<file path="config.mk">
export PLATFORM = sky130hd
export DESIGN_NAME = scw_core
export DESIGN_NICKNAME = d
export VERILOG_FILES = /design/src/rtl/scw_pkg.sv /design/src/rtl/scw_core.sv
export SDC_FILE = /design/constraint.sdc
export NUM_CORES = 1
export LEC_CHECK = 0
export BUFFER_PORTS_ARGS = -buffer_cell sky130_fd_sc_hd__clkbuf_2
export CORE_MARGIN = 2
export CORE_UTILIZATION = 45
export CTS_CLUSTER_SIZE = 16
export DETAILED_ROUTE_END_ITERATION = 8
export GPL_TIMING_DRIVEN = 0
export PLACE_DENSITY = 0.67
export SYNTH_ARGS = -nofsm -noshare
export SYNTH_HDL_FRONTEND = slang
export SYNTH_SLANG_ARGS = --single-unit
</file>
<file path="constraint.sdc">
create_clock -name pclk -period 2.6 [get_ports pclk]
set_clock_uncertainty 0.15 [all_clocks]
set_input_delay 0.26 -clock pclk [delete_from_list [all_inputs] [get_ports pclk]]
set_output_delay 0.26 -clock pclk [all_outputs]
set_load 0.005 [all_outputs]
</file>
<file path="src/rtl/scw_pkg.sv">
// Package for the serial width and pin configuration block.
// Assumes a 20 MHz APB clock and a byte-wide serial data path per lane.
package scw_pkg;

    // =========================================================
    // Register byte offsets.
    // =========================================================
    localparam logic [7:0] OFS_CTRL_ONE   = 8'h00; // Enable and master bits.
    localparam logic [7:0] OFS_CTRL_TWO   = 8'h04; // Width and pin control.
    localparam logic [7:0] OFS_DATA_HIGH  = 8'h08; // High data byte.
    localparam logic [7:0] OFS_DATA_LOW   = 8'h0C; // Low data byte.
    localparam logic [7:0] OFS_STATUS     = 8'h10; // Sticky event status.
    localparam logic [7:0] OFS_INT_CLEAR  = 8'h14; // Write one to clear.
    localparam logic [7:0] OFS_INT_ENABLE = 8'h18; // Interrupt enable.

    // =========================================================
    // Field positions.
    // =========================================================
    localparam int POS_ENABLE = 0; // Control one: block enable.
    localparam int POS_MASTER = 1; // Control one: master mode.
    localparam int POS_WIDTH  = 6; // Control two: transfer width.
    localparam int POS_FDEN   = 4; // Control two: fault detect enable.
    localparam int POS_BIDOE  = 3; // Control two: bidir output enable.
    localparam int POS_WSTOP  = 1; // Control two: wait clock stop.
    localparam int POS_PINCTL = 0; // Control two: bidir pin control.
    localparam int POS_DONE   = 0; // Status: word finished.
    localparam int POS_FAULT  = 1; // Status: mode fault.
    localparam int POS_BUSY   = 2; // Status: live busy indication.

    // =========================================================
    // Reset values and masks.
    // =========================================================
    localparam logic [7:0] RST_CTRL_ONE = 8'h00;
    localparam logic [7:0] RST_CTRL_TWO = 8'h00;
    localparam logic [7:0] MASK_CTRL_TWO = 8'h5B; // Implemented bits.
    localparam logic [1:0] RST_EVENTS   = 2'h0;

    // =========================================================
    // Timing: serial clock half period when acting as master.
    // =========================================================
    localparam int CLK_PERIOD_NS   = 50;
    localparam int SCK_HALF_NS     = 200;
    localparam int SCK_HALF_CYC    = (SCK_HALF_NS + CLK_PERIOD_NS - 1)
                                     / CLK_PERIOD_NS;
    localparam int WORD_LONG       = 16;
    localparam int WORD_SHORT      = 8;

    // Control two fields carried together.
    typedef struct packed {
        logic width16;   // 16-bit transfers when set.
        logic fault_en;  // Mode fault detection enabled.
        logic bidir_oe;  // Output enable in bidirectional mode.
        logic wait_stop; // Stop serial clock in wait mode.
        logic pin_ctl;   // Bidirectional single-pin mode.
    } scw_ctrl_s;

    // Engine states.
    typedef enum logic [0:0] {
        ST_IDLE,
        ST_SHIFT
    } scw_state_e;

endpackage

</file>
<file path="src/rtl/scw_core.sv">
// Serial interface core with width and pin configuration, APB registers.
// Assumes pins arrive asynchronously and are synchronised here.
//
// Added by the designer: the placing of the registers and register access over APB.
`timescale 1ns/100ps

module scw_core
    import scw_pkg::*;
(
    // APB slave.
    input  wire logic        pclk,
    input  wire logic        presetn,
    input  wire logic        psel,
    input  wire logic        penable,
    input  wire logic        pwrite,
    input  wire logic [7:0]  paddr,
    input  wire logic [31:0] pwdata,
    output logic      [31:0] prdata,
    output logic             pready,
    output logic             pslverr,
    // System state.
    input  wire logic        wait_mode,
    // Serial pins.
    input  wire logic        sck_in,
    output logic             sck_out,
    output logic             sck_oe,
    input  wire logic        mosi_in,
    output logic             mosi_out,
    output logic             mosi_oe,
    input  wire logic        miso_in,
    output logic             miso_out,
    output logic             miso_oe,
    input  wire logic        ss_n_in,
    // Interrupt.
    output logic             irq
);

    // =========================================================
    // Pin synchronisers: stage one feeds stage two only.
    // =========================================================
    logic [3:0] sync1_r;  // First stage of sck, mosi, miso, select.
    logic [3:0] sync2_r;  // Second stage, the only one read.
    logic       sck_d_r;  // Previous synchronised serial clock.

    // Two flip-flops per asynchronous input.
    always_ff @(posedge pclk or negedge presetn)
    begin
        if (!presetn)
        begin
            // Idle levels: select high, clock low, so no false edge.
            sync1_r <= 4'hE;
            sync2_r <= 4'hE;
            sck_d_r <= 1'b0;
        end
        else
        begin
            sync1_r <= {ss_n_in, miso_in, mosi_in, sck_in};
            sync2_r <= sync1_r;
            sck_d_r <= sync2_r[0];
        end
    end

    logic s_sck;   // Synchronised serial clock.
    logic s_mosi;  // Synchronised master-out pin.
    logic s_miso;  // Synchronised master-in pin.
    logic s_ss_n;  // Synchronised select, active low.
    assign s_sck  = sync2_r[0];
    assign s_mosi = sync2_r[1];
    assign s_miso = sync2_r[2];
    assign s_ss_n = sync2_r[3];

    // =========================================================
    // State and next values.
    // =========================================================
    logic [7:0]  ctrl1_r,  ctrl1_nxt;   // Enable and master.
    logic [7:0]  ctrl2_r,  ctrl2_nxt;   // Width and pin control.
    logic [7:0]  txh_r,    txh_nxt;     // High byte to send.
    logic [7:0]  txl_r,    txl_nxt;     // Low byte to send.
    logic [15:0] rx_r,     rx_nxt;      // Last received word.
    logic [1:0]  stat_r,   stat_nxt;    // Sticky events.
    logic [1:0]  ien_r,    ien_nxt;     // Interrupt enables.
    logic [31:0] prdata_r, prdata_nxt;  // Read data.
    logic        pready_r, pready_nxt;  // Access ready.
    logic        perr_r,   perr_nxt;    // Unmapped address.
    scw_state_e  st_r,     st_nxt;      // Engine state.
    logic [15:0] sh_r,     sh_nxt;      // Shift register.
    logic [4:0]  cnt_r,    cnt_nxt;     // Bits still to sample.
    logic [2:0]  div_r,    div_nxt;     // Half period divider.
    logic        sck_r,    sck_nxt;     // Driven serial clock.
    logic        mo_r,     mo_nxt;      // Master-out level.
    logic        moe_r,    moe_nxt;     // Master-out enable.
    logic        mi_r,     mi_nxt;      // Master-in level.
    logic        mie_r,    mie_nxt;     // Master-in enable.
    logic        irq_r,    irq_nxt;     // Interrupt level.

    scw_ctrl_s c;          // Current control two fields.
    logic      is_master;  // Block enabled as master.
    logic      is_slave;   // Block enabled as slave.
    logic      wr_now;     // Write takes effect this edge.
    logic      rd_now;     // Read data being prepared.
    logic      cfg_change; // Master configuration change this edge.
    logic      tick;       // Master half period enable pulse.
    logic      rx_bit;     // Receive pin chosen by mode.
    logic      top_bit;    // Shift register output bit.
    logic      fault_ev;   // Mode fault seen this cycle.
    logic      done_ev;    // Word completed this cycle.
    logic [7:0] wbyte;     // Written byte.

    assign c          = '{ctrl2_r[POS_WIDTH], ctrl2_r[POS_FDEN],
                          ctrl2_r[POS_BIDOE], ctrl2_r[POS_WSTOP],
                          ctrl2_r[POS_PINCTL]};
    assign is_master  = ctrl1_r[POS_ENABLE] & ctrl1_r[POS_MASTER];
    assign is_slave   = ctrl1_r[POS_ENABLE] & ~ctrl1_r[POS_MASTER];
    assign wr_now     = psel & penable & pready_r & pwrite;
    assign rd_now     = psel & penable & ~pready_r & ~pwrite;
    assign wbyte      = pwdata[7:0];
    assign top_bit    = c.width16 ? sh_r[15] : sh_r[7];

    // A width, fault enable or pin control change in master mode, or an
    // output enable change while bidirectional, stops the word at once.
    assign cfg_change = is_master & wr_now & (paddr == OFS_CTRL_TWO)
        & ((wbyte[POS_WIDTH]  != ctrl2_r[POS_WIDTH])
        |  (wbyte[POS_FDEN]   != ctrl2_r[POS_FDEN])
        |  (wbyte[POS_PINCTL] != ctrl2_r[POS_PINCTL])
        |  (c.pin_ctl & (wbyte[POS_BIDOE] != c.bidir_oe)));

    // Receive pin depends on role and pin mode.
    always_comb
    begin
        if (is_master)
            rx_bit = c.pin_ctl ? s_mosi : s_miso;
        else
            rx_bit = c.pin_ctl ? s_miso : s_mosi;
    end

    // Select low in master mode is a fault only when detection is on;
    // in slave mode the select pin is always an input.
    assign fault_ev = is_master & c.fault_en & ~s_ss_n;

    // Divider pulse; held off in wait mode when the stop bit is set.
    assign tick = (div_r == 3'(SCK_HALF_CYC - 1))
                  & ~(wait_mode & c.wait_stop);

    // =========================================================
    // Register file next values.
    // =========================================================
    always_comb
    begin
        ctrl1_nxt  = ctrl1_r;
        ctrl2_nxt  = ctrl2_r;
        txh_nxt    = txh_r;
        txl_nxt    = txl_r;
        ien_nxt    = ien_r;
        stat_nxt   = stat_r;
        pready_nxt = psel & penable & ~pready_r;
        perr_nxt   = 1'b0;
        prdata_nxt = prdata_r;
        if (pready_nxt)
        begin
            // Address decode for both directions.
            if (paddr == OFS_CTRL_ONE)
                prdata_nxt = {30'h0, ctrl1_r[1:0]};
            else if (paddr == OFS_CTRL_TWO)
                prdata_nxt = {24'h0, ctrl2_r & MASK_CTRL_TWO};
            else if (paddr == OFS_DATA_HIGH)
                prdata_nxt = {24'h0, rx_r[15:8]};
            else if (paddr == OFS_DATA_LOW)
                prdata_nxt = {24'h0, rx_r[7:0]};
            else if (paddr == OFS_STATUS)
                prdata_nxt = {29'h0, st_r == ST_SHIFT, stat_r};
            else if (paddr == OFS_INT_ENABLE)
                prdata_nxt = {30'h0, ien_r};
            else if (paddr == OFS_INT_CLEAR)
                prdata_nxt = 32'h0000_0000;
            else
            begin
                prdata_nxt = 32'h0000_0000;
                perr_nxt   = 1'b1;
            end
            if (!rd_now)
                prdata_nxt = 32'h0000_0000;
        end
        if (wr_now)
        begin
            if (paddr == OFS_CTRL_ONE)
                ctrl1_nxt = {6'h0, wbyte[1:0]};
            else if (paddr == OFS_CTRL_TWO)
                ctrl2_nxt = wbyte & MASK_CTRL_TWO;
            else if (paddr == OFS_DATA_HIGH)
                txh_nxt = wbyte;
            else if (paddr == OFS_DATA_LOW)
                txl_nxt = wbyte;
            else if (paddr == OFS_INT_ENABLE)
                ien_nxt = pwdata[1:0];
            else if (paddr == OFS_INT_CLEAR)
                stat_nxt = stat_r & ~pwdata[1:0];
        end
        // A mode fault drops master mode; events win over a clear.
        if (fault_ev)
            ctrl1_nxt[POS_MASTER] = 1'b0;
        stat_nxt[POS_DONE]  = stat_nxt[POS_DONE] | done_ev;
        stat_nxt[POS_FAULT] = stat_nxt[POS_FAULT] | fault_ev;
        irq_nxt = |(stat_nxt & ien_nxt);
    end

    // =========================================================
    // Serial engine next values.
    // =========================================================
    always_comb
    begin
        st_nxt  = st_r;
        sh_nxt  = sh_r;
        cnt_nxt = cnt_r;
        rx_nxt  = rx_r;
        sck_nxt = sck_r;
        mo_nxt  = mo_r;
        mi_nxt  = mi_r;
        done_ev = 1'b0;
        div_nxt = (st_r == ST_SHIFT && is_master && !tick
                   && !(wait_mode && c.wait_stop))
                  ? div_r + 3'h1 : 3'h0;
        case (st_r)
            ST_IDLE:
            begin
                sck_nxt = 1'b0;
                if (is_master && wr_now && paddr == OFS_DATA_LOW
                    && !fault_ev)
                begin
                    st_nxt  = ST_SHIFT;
                    sh_nxt  = {txh_r, wbyte};
                    cnt_nxt = c.width16 ? 5'(WORD_LONG) : 5'(WORD_SHORT);
                    mo_nxt  = c.width16 ? txh_r[7] : wbyte[7];
                end
                else if (is_slave && !s_ss_n)
                begin
                    st_nxt  = ST_SHIFT;
                    sh_nxt  = {txh_r, txl_r};
                    cnt_nxt = c.width16 ? 5'(WORD_LONG) : 5'(WORD_SHORT);
                    mi_nxt  = c.width16 ? txh_r[7] : txl_r[7];
                end
            end
            ST_SHIFT:
            begin
                if (is_master)
                begin
                    if (cfg_change || fault_ev)
                    begin
                        st_nxt  = ST_IDLE;
                        sck_nxt = 1'b0;
                    end
                    else if (tick && !sck_r)
                    begin
                        sck_nxt = 1'b1;
                        sh_nxt  = {sh_r[14:0], rx_bit};
                        cnt_nxt = cnt_r - 5'h1;
                    end
                    else if (tick)
                    begin
                        sck_nxt = 1'b0;
                        mo_nxt  = top_bit;
                        if (cnt_r == 5'h0)
                        begin
                            st_nxt  = ST_IDLE;
                            rx_nxt  = c.width16 ? sh_r
                                      : {rx_r[15:8], sh_r[7:0]};
                            done_ev = 1'b1;
                        end
                    end
                end
                else if (!is_slave || s_ss_n)
                    st_nxt = ST_IDLE;
                else if (!(wait_mode && c.wait_stop))
                begin
                    // Slave: sample on rising, drive on falling edge.
                    if (s_sck && !sck_d_r)
                    begin
                        sh_nxt  = {sh_r[14:0], rx_bit};
                        cnt_nxt = cnt_r - 5'h1;
                        if (cnt_r == 5'h1)
                        begin
                            st_nxt  = ST_IDLE;
                            rx_nxt  = c.width16 ? sh_nxt
                                      : {rx_r[15:8], sh_nxt[7:0]};
                            done_ev = 1'b1;
                        end
                    end
                    else if (!s_sck && sck_d_r)
                        mi_nxt = top_bit;
                end
            end
            default:
                st_nxt = ST_IDLE;
        endcase
        // Pin drivers by role and pin mode.
        moe_nxt = is_master & (~c.pin_ctl | c.bidir_oe);
        mie_nxt = is_slave & ~s_ss_n
                  & (~c.pin_ctl | c.bidir_oe);
    end

    // =========================================================
    // Registers.
    // =========================================================
    always_ff @(posedge pclk or negedge presetn)
    begin
        if (!presetn)
        begin
            ctrl1_r  <= RST_CTRL_ONE;
            ctrl2_r  <= RST_CTRL_TWO;
            txh_r    <= 8'h00;
            txl_r    <= 8'h00;
            rx_r     <= 16'h0000;
            stat_r   <= RST_EVENTS;
            ien_r    <= RST_EVENTS;
            prdata_r <= 32'h0000_0000;
            pready_r <= 1'b0;
            perr_r   <= 1'b0;
            st_r     <= ST_IDLE;
            sh_r     <= 16'h0000;
            cnt_r    <= 5'h00;
            div_r    <= 3'h0;
            sck_r    <= 1'b0;
            mo_r     <= 1'b0;
            moe_r    <= 1'b0;
            mi_r     <= 1'b0;
            mie_r    <= 1'b0;
            irq_r    <= 1'b0;
        end
        else
        begin
            ctrl1_r  <= ctrl1_nxt;
            ctrl2_r  <= ctrl2_nxt;
            txh_r    <= txh_nxt;
            txl_r    <= txl_nxt;
            rx_r     <= rx_nxt;
            stat_r   <= stat_nxt;
            ien_r    <= ien_nxt;
            prdata_r <= prdata_nxt;
            pready_r <= pready_nxt;
            perr_r   <= perr_nxt;
            st_r     <= st_nxt;
            sh_r     <= sh_nxt;
            cnt_r    <= cnt_nxt;
            div_r    <= div_nxt;
            sck_r    <= sck_nxt;
            mo_r     <= mo_nxt;
            moe_r    <= moe_nxt;
            mi_r     <= mi_nxt;
            mie_r    <= mie_nxt;
            irq_r    <= irq_nxt;
        end
    end

    logic sck_oe_r;  // Serial clock driven, registered role.

    // Outputs straight from flip-flops.
    assign prdata   = prdata_r;
    assign pready   = pready_r;
    assign pslverr  = perr_r;
    assign sck_out  = sck_r;
    assign sck_oe   = sck_oe_r;
    assign mosi_out = mo_r;
    assign mosi_oe  = moe_r;
    assign miso_out = mi_r;
    assign miso_oe  = mie_r;
    assign irq      = irq_r;

    // Serial clock is driven whenever the block is master.
    always_ff @(posedge pclk or negedge presetn)
    begin
        if (!presetn)
            sck_oe_r <= 1'b0;
        else
            sck_oe_r <= is_master;
    end
endmodule

</file>
==> results of run 1 <==
## power groups by stage
stage / Clock [mW] / Combinational, mW / Sequential (mW)
6_report: 0.930 / 0.422 / 1.69
5_1_grt: 1.03 / 0.476 / 1.70
4_1_cts: 0.960 / 0.423 / 1.68
3_5_place_dp: 0 / 0.415 / 1.71
3_3_place_gp: 0 / 0.397 / 1.70
2_1_floorplan: 0 / 0.283 / 1.67
## how the worst max path moves through the flow
stage                     slack (ns)     start  endpoint
after floorplan                 0.41  div_r[0]   sh_r[0]
after detailed placement        0.16  div_r[0]   sh_r[4]
after global placement         0.007   presetn  txl_r[4]
after CTS                       0.14  div_r[0]   sh_r[4]
after global routing            0.02  div_r[0]  cnt_r[4]
final                           0.14  div_r[0]   sh_r[4]
## state kept, by name, summed over array words and instances, names as in the netlist, 2 cells and up
| signal | count |
|---|---|
| ctrl1_r | 2 |
| txl_r | 8 |
| txh_r | 8 |
| cnt_r | 5 |
| div_r | 3 |
| stat_r | 2 |
| sh_r | 16 |
| ctrl2_r | 5 |
| prdata | 8 |
| sync2_r | 4 |
| sync1_r | 4 |
| ien_r | 2 |
| rx_r | 16 |
## logic make-up after synthesis
| kind of cell | after synthesis |
|---|---|
| and+or+nand+nor | 107 |
| AOI/OAI and AO/OA | 95 |
| DFF | 94 |
| muxes | 79 |
| buffers and inverters | 57 |
| adders and majority gates | 5 |
| xor gates and xnor gates | 5 |
| other | 1 |
## layer usage
layer	GRT usage, %	wire, µm	vias up
li1	-	-	1713
met4	6.136	121	0
met2	31.74	5199	100
met1	26.89	5088	1783
met3	3.376	525	11
met5	0	0	-
## stage by stage
stage                     total power, mW  std cells  utilization [%]
after floorplan                     1.948        466                -
after global placement              2.102        646            49.98
after detailed placement            2.126        647            50.26
after CTS                           3.066        669            52.60
after global routing                3.202        669            52.60
final                               3.039        669            52.60
## worst max-delay path, cell delays in order (launching register included)
cell and delay (ns):
dfrtp_1 0.36, ha_1 0.15, ha_1 0.16, a21bo_2 0.25
o311a_1 0.34, a211oi_4 0.37, nand2_4 0.21, mux2_4 0.34
## Yosys cell counts, types with 7 or more instances
cell and n:
a31oi_1 18, nor2_1 31, mux2i_1 38, a21oi_1 31, clkbuf_1 11, o21ai_0 16
buf_4 28, inv_1 9, mux2_4 8, nand3_1 7, mux2_2 31, dfrtp_1 88
nand2_1 32
## final cells by class
cell class | instances | area share (%)
clock inverter | 5 | 0.7084
tap | 140 | 3.099
timing repair buffer | 47 | 5.136
clock buffer | 11 | 2.679
multi-input combinational | 315 | 40.58
sequential | 94 | 41.75
inverter | 9 | 0.5977
buffer | 48 | 5.446
## timing repair
action | CTS | global route
endpoints found under the hold margin | 39 | 0
resized for setup | 0 | 0
hold buffers | 6 | 0
endpoints found under the setup margin | 0 | 0
==> results, run 1 <==
- In this run the static leakage power is 2.751 nW.
- The flip-flop and latch count after synthesis is 94.
- The flip-flop cell with the highest count after synthesis is dfrtp_1.
- The fraction of the mapped netlist area in simple logic gates is 11.47%.
- Setup repair after global routing left no endpoint under its margin.
- The multi-input combinational cells in the finished layout cover a total of 0.002293 mm².
- The initial standard-cell utilization of the core is 45.68%.
- In this run the post-CTS setup repair buffer count came out at 0.
- For this run, the total global-route usage over all layers was measured as 19.60%.
- The residual DRC count is 0.
- The tool flagged a number of max-cap violations equal to 0.
- The die height is 108.4 µm.
- The buffer depth of the longest clock path is 2.
- Leaving out fill and tap cells, the most frequent cells in the layout are dfrtp_1, clkbuf_2, mux2i_1.
- The count of pins over their slew limit is 0.
- The die outline area is 0.01176 mm².
- The cell area after placement is 0.005400 mm².
- The hold-critical path depth is 2.
- The synthesized netlist devotes 13.03% of its cell area to compound gates.
- The number of enable-type register cells in the synthesized netlist is 0.
- The final critical-path setup slack is 0.1416 ns.
- The first global-routing pass estimated 17570 µm of wire.
- The number of inserted filler cells in the final layout is 957.
- In this run, the clock network consumes 30.6% of the power.
- The combinational share of power is 13.9%.
- The violation count after the first detailed-routing iteration is 109.
- In this run the number of H-tree levels came out at 3.
- The number of nets at the end of the flow is 579.
- The mapped netlist covers 0.004908 mm².
- The total wire length after detailed routing is 10930 µm.
- Yosys mapped the design onto 58 distinct sky130hd cell types.
- The worst hold path begins at pwdata[5].
- The path type of the worst setup path is flip-flop to flip-flop.
- Timing would allow up to 406.8 MHz.
- Leaving out fill and tap cells, the most frequent cell in the layout is dfrtp_1.
- The number of CTS-inserted buffers is 9.
- The die is 108.4 µm wide.
- The startpoint identified for the worst register-to-register timing path is div_r[0].
- The total number of yosys warnings is 0.
- The congestion estimate from routability-driven global placement came to 0.8855.
- At the placement stage, the worst setup path has a slack of 0.1567 ns.
- The top fanout value on the critical path is 10.
- The clock insertion delay at the later pin of the skew report is 0.36 ns.
- For the finished layout, the period the worst path requires is 2.458 ns.
- Of the total synthesized cell area, the portion taken by full adders, half adders and majority gates is 1.275%.
- The number of global-route vias before repair was 3431.
- The xor/xnor share of the synthesized area is 0.8922%.
- The setup TNS is 0 ns.
- Dividing the detail-routed via count by the number of cells gives 5.392.
- The type of the most critical hold path is primary input to flip-flop.
- The setup-violating endpoint count in the final report is 0.
- The post-detailed-route count of antenna-violating nets is 0.
- By area, the combinational part of the netlist is dominated by multiplexers.
- The startpoint type of the worst setup path is a flip-flop.
- Yosys attributes the largest share of cell area to dfrtp_1, mux2i_1, mux2_2.
- Data on the critical path is required at its endpoint by 2.70 ns.
- The initialized floorplan defines 38 standard-cell rows.
- In this run the tightest slew margin relative to its limit is 50.12%.
- The end of the worst register-to-register path is sh_r[4].
- Setup slack on the worst reg-to-reg path comes out at 0.14 ns.
- The switching power share of the total is 28.84%.
- The post-synthesis mux area share is 18.23%.
- Across the VDD grid, the largest voltage drop is 0.2502 mV.
- The count of antenna diodes in the layout is 0.
- Detailed placement finished with a half-perimeter wire length of 8322 µm.
- The final routed wire length divided by cell count is 16.34 µm.
- The total via count after detailed routing is 3607.
- The run finished with clean final reports.
- The share of flip-flops with an asynchronous set or reset after synthesis is 100.0%.
- At the pin with the least slew margin, the transition time is 0.7455 ns.
- The power share of the sequential group is 55.5%.
- The hold violation total from the final report was 0.
- The worst setup path is captured at a flip-flop.
- The average footprint of a synthesized cell is 11.08 µm².
- Counting cells, the worst reg-to-reg path comes to 7.
- Synthesis produced 443 cells.
- The power density over the cells is 537.8 mW/mm².
- The post-route cell area is 0.005652 mm².
- The proportion of netlist area held by the largest area contributor is 44.86%.
- The final worst-path cycle share is 94.56%.
- The total I/O pin count is 91.
- The total area of sequential cells is 0.002360 mm².
- The initial antenna violation count is 0.
- TritonCTS built the clock tree.
- The layout overhead on the synthesized area is 15.14%.
- The proportion of layout cells with a drive suffix above 1 is 29.30%.
- The internal power consumption is 2.163 mW.
- The maximum number of pins on one net before global-route repair is 57.
- The master cell of the clock root buffer is clkbuf_8.
- The library cell with the largest summed area after synthesis is dfrtp_1.
- The total congestion overflow is 0.
- The CTS clock-pin slew for the worst setup and hold paths is 0.09 ns.
- The number of I/O port buffers is 40.
- The share of the Yosys chip area taken by registers is 48.08%.
- For the worst setup path, the data arrival time is 2.56 ns.
- The area of the core is 0.01075 mm².
- Summed over all nets, the switching power comes to 876.7 µW.
- The total number of clock tree sinks is 94.
- The terminating pin of the worst hold path is txh_r[5].
- The first-pass detailed-route iteration total is 4.
- The final worst hold slack is 0.01732 ns.
Power figures use the tool's default switching activity.
==> run 2, diff against run 1 <==
- RECOVER_POWER: not set -> 25
==> run 2 against run 1 <==
Effect of this change:
- highest routed layer unchanged
- total power about the same
- largest power group unchanged
- flip-flop and latch count unchanged
- cell count unchanged
- sequential share of layout area about the same
- utilization about the same
- routed wire length unchanged
- maximum frequency unchanged
- via count unchanged
==> results, run 2 (synthesis gave the netlist of run 1 again) <==
- The number of cells after detailed placement is 647.
- The first detailed-routing pass took 4 iterations.
- The hold violation total from the final report came to 0.
- The CTS clock-pin slew for the worst setup and hold paths is 0.09 ns.
- After layout, the worst path uses 94.56% of the clock period.
- Traced cell by cell, the critical path runs through ha_1, ha_1, a21bo_2, o311a_1, a211oi_4, nand2_4, mux2_4.
- The residual DRC count is 0.
- After the first detailed-routing iteration, the DRC count stood at 109.
- Summed over all failing endpoints, the final setup total negative slack is 0 ns.
- Counting buffers and inverters, the worst setup path is 7 cells deep.
- The share of power burned in the clock network is 30.6%.
- Net switching is 28.85% of the power.
- The detail route stage leaves a number of antenna-violating nets equal to 0.
- The most common cell after layout, fill and taps aside is dfrtp_1.
- The worst setup path is captured at a flip-flop.
- Counting stages on the worst path, the most repeated cell is ha_1.
- The wire-length estimate of the detail-placed layout is 8322 µm.
- The worst register-to-register path has a setup slack of 0.14 ns.
- The flow ran to the end, and the final reports show no timing, DRC or antenna violations.
- The end of the worst register-to-register path is sh_r[4].
- Of the total power, registers draw 55.5%.
- The power density over the cells is 538.0 mW/mm².
- The initialized floorplan defines 38 standard-cell rows.
- The total number of clock tree sinks is 94.
- The number of maximum-capacitance constraint violations is 0.
- After detailed routing, the number of vias per cell comes to 5.392.
- Once layout is complete, the cells apart from fillers number 669.
- The biggest cell delay along the critical path is 0.37 ns.
- The share of total power dissipated in combinational logic is 13.9%.
- The die outline width is 108.4 µm.
- The met2 layer usage reported by global route is 31.74%.
- In this run the worst hold path is classified as primary input to flip-flop.
- Global routing used 26.89% of the available met1 tracks.
- The total I/O pin count is 91.
- The area of the core is 0.01075 mm².
- The critical path required time is 2.70 ns.
- The number of I/O port buffers is 40.
- The headroom to the max-slew limit is 33.95%.
- The maximum number of pins on one net before global-route repair is 57.
- Of all nets on the critical path, the largest fanout is 10.
- The setup-violating endpoint count in the final report is 0.
- The number of antenna diodes in the final layout is 0.
- TritonCTS built the clock tree.
- The total via count after detailed routing is 3607.
- Tracing the worst setup path back leads to its startpoint at div_r[0].
- The total overflow left after global routing is 0.
- The internal power consumption is 2.162 mW.
- The post-cts gate resize count is 0.
- The initial standard-cell utilization of the core is 45.68%.
- The largest registers in the layout are rx_r (16), sh_r (16).
- The die outline area is 0.01176 mm².
- The layout overhead on the synthesized area is 15.09%.
- Setup repair after global routing left no endpoint under its margin.
- The weighted congestion reported at the end of routability-driven placement is 0.8855.
- In this run the critical register-to-register path is launched from div_r[0].
- The end of the critical path is sh_r[4].
- The gate family responsible for the most delay along the worst path is compound AO/OA/AOI/OAI gates.
- The H-tree was split into 3 levels.
- Global routing consumed, on the met3 layer, 3.376% of the routing resources.
- The clock passes through at most 2 buffers.
- The master cell of the clock root buffer is clkbuf_8.
- In the global route stage, overall resource usage came out at 19.60%.
- The count of pins over their slew limit is 0.
- The post-route netlist has 29.30% of its cells at a drive strength greater than 1.
- The final routed wire length divided by cell count is 16.34 µm.
- The cell count of the worst reg-to-reg path is 7.
- In the final design database the tool counted 579 nets.
- The routed design could run at a clock period as short as 2.458 ns.
- From bottom edge to top edge, the die measures 108.4 µm.
- The total leakage power is 2.751 nW.
- At the later pin of the worst-skew pair, clock insertion delay measures 0.36 ns.
- The highest ir drop seen on vdd is 0.2502 mV.
- The initial antenna violation count is 0.
- The number of global-route vias before repair is 3431.
- The slowest cell on the critical path is a211oi_4.
- STA classifies the critical path startpoint as a flip-flop.
- The critical path contains buffers and inverters numbering 0 combined.
- The design draws 3.039 mW.
- TritonCTS created 9 clock buffers.
- The first-pass GRT wire length is 17570 µm.
- Derived from the worst setup path, the maximum achievable clock frequency is 406.8 MHz.
- Wires add up to 10930 µm.
- The actual slew at the worst max-slew pin is 0.9907 ns.
- In this run the power spent charging and discharging nets is 876.7 µW.
- For the worst setup path, the data arrival time is 2.56 ns.
- The critical path is of the flip-flop to flip-flop type.
- The most congested layer reported by global routing is met2.
- In the layout the commonest cells are dfrtp_1, clkbuf_2, mux2i_1.
[run 2: cell counts in the layout (fill, tap and decap cells not counted)]
Identical to the previous run, type by type.
[run 2: worst min path at each step]
stage	start	end	slack, ns	cells past startpoint
final	pwdata[5]	txh_r[5]	0.02	2
after global routing	pwdata[5]	txh_r[5]	0.02	2
after CTS	pwdata[5]	txh_r[5]	0.01	2
after detailed placement	presetn	ien_r[0]	0.16	1
after global placement	sync1_r[0]	sync2_r[0]	0.18	0
after floorplan	presetn	cnt_r[0]	-0.19	0
[run 2: power groups by stage]
| stage | Sequential [mW] | Combinational, mW | Clock (mW) |
|---|---|---|---|
| floorplan | 1.67 | 0.283 | 0 |
| global placement | 1.70 | 0.397 | 0 |
| detailed placement | 1.71 | 0.415 | 0 |
| CTS | 1.68 | 0.423 | 0.960 |
| global route | 1.70 | 0.475 | 1.03 |
| finish | 1.69 | 0.422 | 0.930 |
[run 2: cell type report]
cell class	instances	area [µm²]
repair buffers	47	287.8
clock inverters	5	40.04
fillers	958	5096
well taps	140	175.2
plain buffers	48	307.8
clock buffers	11	151.4
multi-input cells	315	2293
flip-flops and latches	94	2360
inverters	9	33.78
[run 2: metrics by stage]
step                hold WS (ns)  setup slack (ns)  area [µm²]  util [%]
finish                   0.01732            0.1416        5649     52.57
global route             0.02484           0.02462        5649     52.57
floorplan                -0.1856            0.4092        4995         -
CTS                     0.009823            0.1369        5652     52.60
global placement          0.1834          0.007312        5370     49.98
detailed placement        0.1579            0.1567        5400     50.26
[run 2: repair_timing]
action	4_1_cts	5_1_grt
buffers inserted	0	0
hold buffers	6	0
endpoints found under the hold margin	39	0
endpoints found under the setup margin	0	0
[run 2: metal layers]
metal	wire length [µm]	up-vias	part of all wire (%)
li1	-	1713	-
met5	0	-	0
met2	5199	100	48
met4	121	0	1.1
met3	525	11	4.8
met1	5088	1783	47
==> run 3, diff against run 2 <==
--- a/config.mk
+++ b/config.mk
@@ -10,2 +10,3 @@
 export CORE_UTILIZATION = 45
+export CTS_CLUSTER_DIAMETER = 120
 export CTS_CLUSTER_SIZE = 16
==> constraint.sdc (replaced) <==
create_clock -name pclk -period 2.6 [get_ports pclk]
set_clock_uncertainty 0.15 [all_clocks]
set_input_delay 0.13 -clock pclk [delete_from_list [all_inputs] [get_ports pclk]]
set_output_delay 0.13 -clock pclk [all_outputs]
set_load 0.005 [all_outputs]
==> run 3 against run 2 <==
Effect of this change:
- worst setup slack worse by 0.0045 ns
- utilization is 0.55 points higher
- via count hardly changed
- hold slack worse by 0.0050 ns
- critical endpoint unchanged
- clock-buffer cell count stayed put
- largest power group unchanged
- critical path depth stayed put
- first-iteration DRC count is 5.5% higher
==> results, run 3 (synthesis gave the netlist of run 1 again) <==
- The total leakage power is 2.773 nW.
- Data on the critical path is required at its endpoint by 2.70 ns.
- The headroom to the max-slew limit is 33.41%.
- The global router's overall resource usage is 19.64%.
- Detailed routing placed a total of 429 µm of wire on met3.
- Across the VDD grid, the largest voltage drop is 0.2558 mV.
- Data on the critical path arrives at its endpoint at 2.56 ns.
- The total chip power is 3.052 mW.
- The timing-limited maximum frequency is 406.0 MHz.
- The buffer depth of the longest clock path is 2.
- The count of pins over their slew limit came to 0.
- The library cell used most frequently in the layout, excluding fill and tap cells, is dfrtp_1.
- In the final routed layout, each cell accounts on average for 16.31 µm.
- The first global-routing pass estimated 17620 µm of wire.
- The flow ran to the end, and the final reports show no timing, DRC or antenna violations.
- Summing all non-filler instances in the final layout gives an area of 0.005708 mm².
- The worst hold path belongs to the class primary input to flip-flop.
- In this run the horizontal extent of the chip is 108.4 µm.
- Buffers inserted to repair hold after CTS numbered 12.
- The post-detailed-route count of antenna-violating nets is 0.
- The path type of the worst setup path is flip-flop to flip-flop.
- The number of global-route vias before repair is 3455.
- The detailed router finished its first iteration with 115 violations.
- The weighted congestion reported at the end of routability-driven placement is 0.8855.
- The worst setup path is captured at a flip-flop.
- Leaving out fill and tap cells, the most frequent cells in the layout are dfrtp_1, clkbuf_2, mux2i_1.
- The initial antenna violation count came to 0.
- Compared with the post-synthesis result, the final layout area differs by 16.29%.
- The final non-filler cell total is 675.
- The floorplan step defined a die boundary enclosing 0.01176 mm².
- The die height is 108.4 µm.
- Buffers placed on the I/O ports in this run total 40.
- The CTS clock-pin slew for the worst setup and hold paths is 0.10 ns.
- The filler cells instantiated in the layout total 952.
- In the final layout, the multi-input gates occupy 0.002293 mm².
- The area of the core is 0.01075 mm².
- CTS placed an instance of clkbuf_8 at the clock tree root.
- The number of CTS-inserted buffers is 9.
- The setup-violating endpoint count in the final report is 0.
- Once the clock tree was built, the setup fixing pass inserted 0 buffers.
- In the routed layout, each cell is associated on average with a via count of 5.348.
- The later pin in the worst-skew pair is clocked with a latency of 0.36 ns.
- TritonCTS built the clock tree.
- Setup repair after global routing left no endpoint under its margin.
- The setup TNS is 0 ns.
- The total via count after detailed routing is 3610.
- The total area of sequential cells is 0.002360 mm².
- The largest registers in the layout are rx_r (16), sh_r (16).
- The time the worst path needs with I/O delays and setup is 2.463 ns.
- The initial standard-cell utilization of the core is 45.68%.
- In the final layout, the share of cells above drive strength 1 is 28.79%.
- The first-pass detailed-route iteration total is 4.
- Power spread over the standard cell area amounts to 534.7 mW/mm².
- The number of antenna diodes in the final layout is 0.
- The H-tree generated during clock tree synthesis spans 3 levels.
- For this design the top-level I/O count stands at 91.
- After global routing the overflow that remains totals 0.
- After detailed routing, the number of remaining DRC violations is 0.
- The placed wire-length estimate after detailed placement is 8322 µm.
- The final worst-path cycle share is 94.73%.
- For the pin with the worst max-slew slack, the measured transition is 0.9988 ns.
- The startpoint type of the worst setup path is a flip-flop.
- The top fanout value on the critical path is 10.
- The number of nets at the end of the flow is 585.
- Once placement finished, the instance area stood at 0.005400 mm².
- Across all hold checks on the routed design, the worst slack comes to 0.01233 ns.
- The row count is 38.
- In this run, post-CTS repair resized a total of 0 instances.
- The maximum number of pins on one net before global-route repair is 57.
- The detailed router put a total of 5249 µm of wire on met1.
- After detailed routing, no signal wire sits above met4.
- The hold violation total from the final report is 0.
- The total wire length after detailed routing is 11010 µm.
- Max-cap violations in this run came to 0.
- The number of placed instances, taps included, is 647.
- In the detailed route, the total length drawn on met2 is 5200 µm.
- Clock tree synthesis found a total of 94 sinks.
-- run 3: path summary, 6_finish.rpt --
kind	startpoint	end	slack (ns)	cells after the start
max reg2reg	div_r[0]	sh_r[4]	0.14	7
min in group asynchronous	presetn	prdata[1]	0.33	2
max	div_r[0]	sh_r[4]	0.14	7
min reg2reg	sync1_r[2]	sync2_r[2]	0.21	0
max in group asynchronous	presetn	sync2_r[3]	1.14	3
min	pwdata[4]	ctrl2_r[4]	0.01	2
-- run 3: per-layer routing --
layer	up-vias	global-route usage [%]
li1	1719	-
met1	1793	26.73
met5	-	0
met2	87	32.05
met3	11	3.376
met4	0	6.136
-- run 3: area by class of cell --
cell class	count	area share, %
plain buffers	48	5.392
clock buffers	11	2.652
clock inverters	5	0.7014
inverters	9	0.5918
multi-input cells	315	40.18
flip-flops and latches	94	41.34
well taps	140	3.069
repair buffers	53	6.072
-- run 3: worst max-delay path, cell delays in order (launching register included) --
cell      delay, ns
dfrtp_1        0.36
ha_1           0.15
ha_1           0.16
a21bo_2        0.25
o311a_1        0.34
a211oi_4       0.37
nand2_4        0.22
mux2_4         0.34
-- run 3: per-stage QoR --
| step | setup WS, ns | utilization, % |
|---|---|---|
| floorplan | 0.4092 | - |
| CTS | 0.1369 | 53.16 |
| detailed placement | 0.1567 | 50.26 |
| finish | 0.1371 | 53.12 |
| global route | 0.02690 | 53.12 |
| global placement | 0.1373 | 49.98 |
-- run 3: report_power, final --
| group | total (mW) | leakage (nW) | switching (mW) | internal [mW] |
|---|---|---|---|---|
| logic | 0.430 | 1.41 | 0.235 | 0.195 |
| clock network | 0.935 | 0.100 | 0.526 | 0.409 |
| registers | 1.69 | 1.26 | 0.123 | 1.56 |
| total | 3.05 | 2.77 | 0.884 | 2.17 |
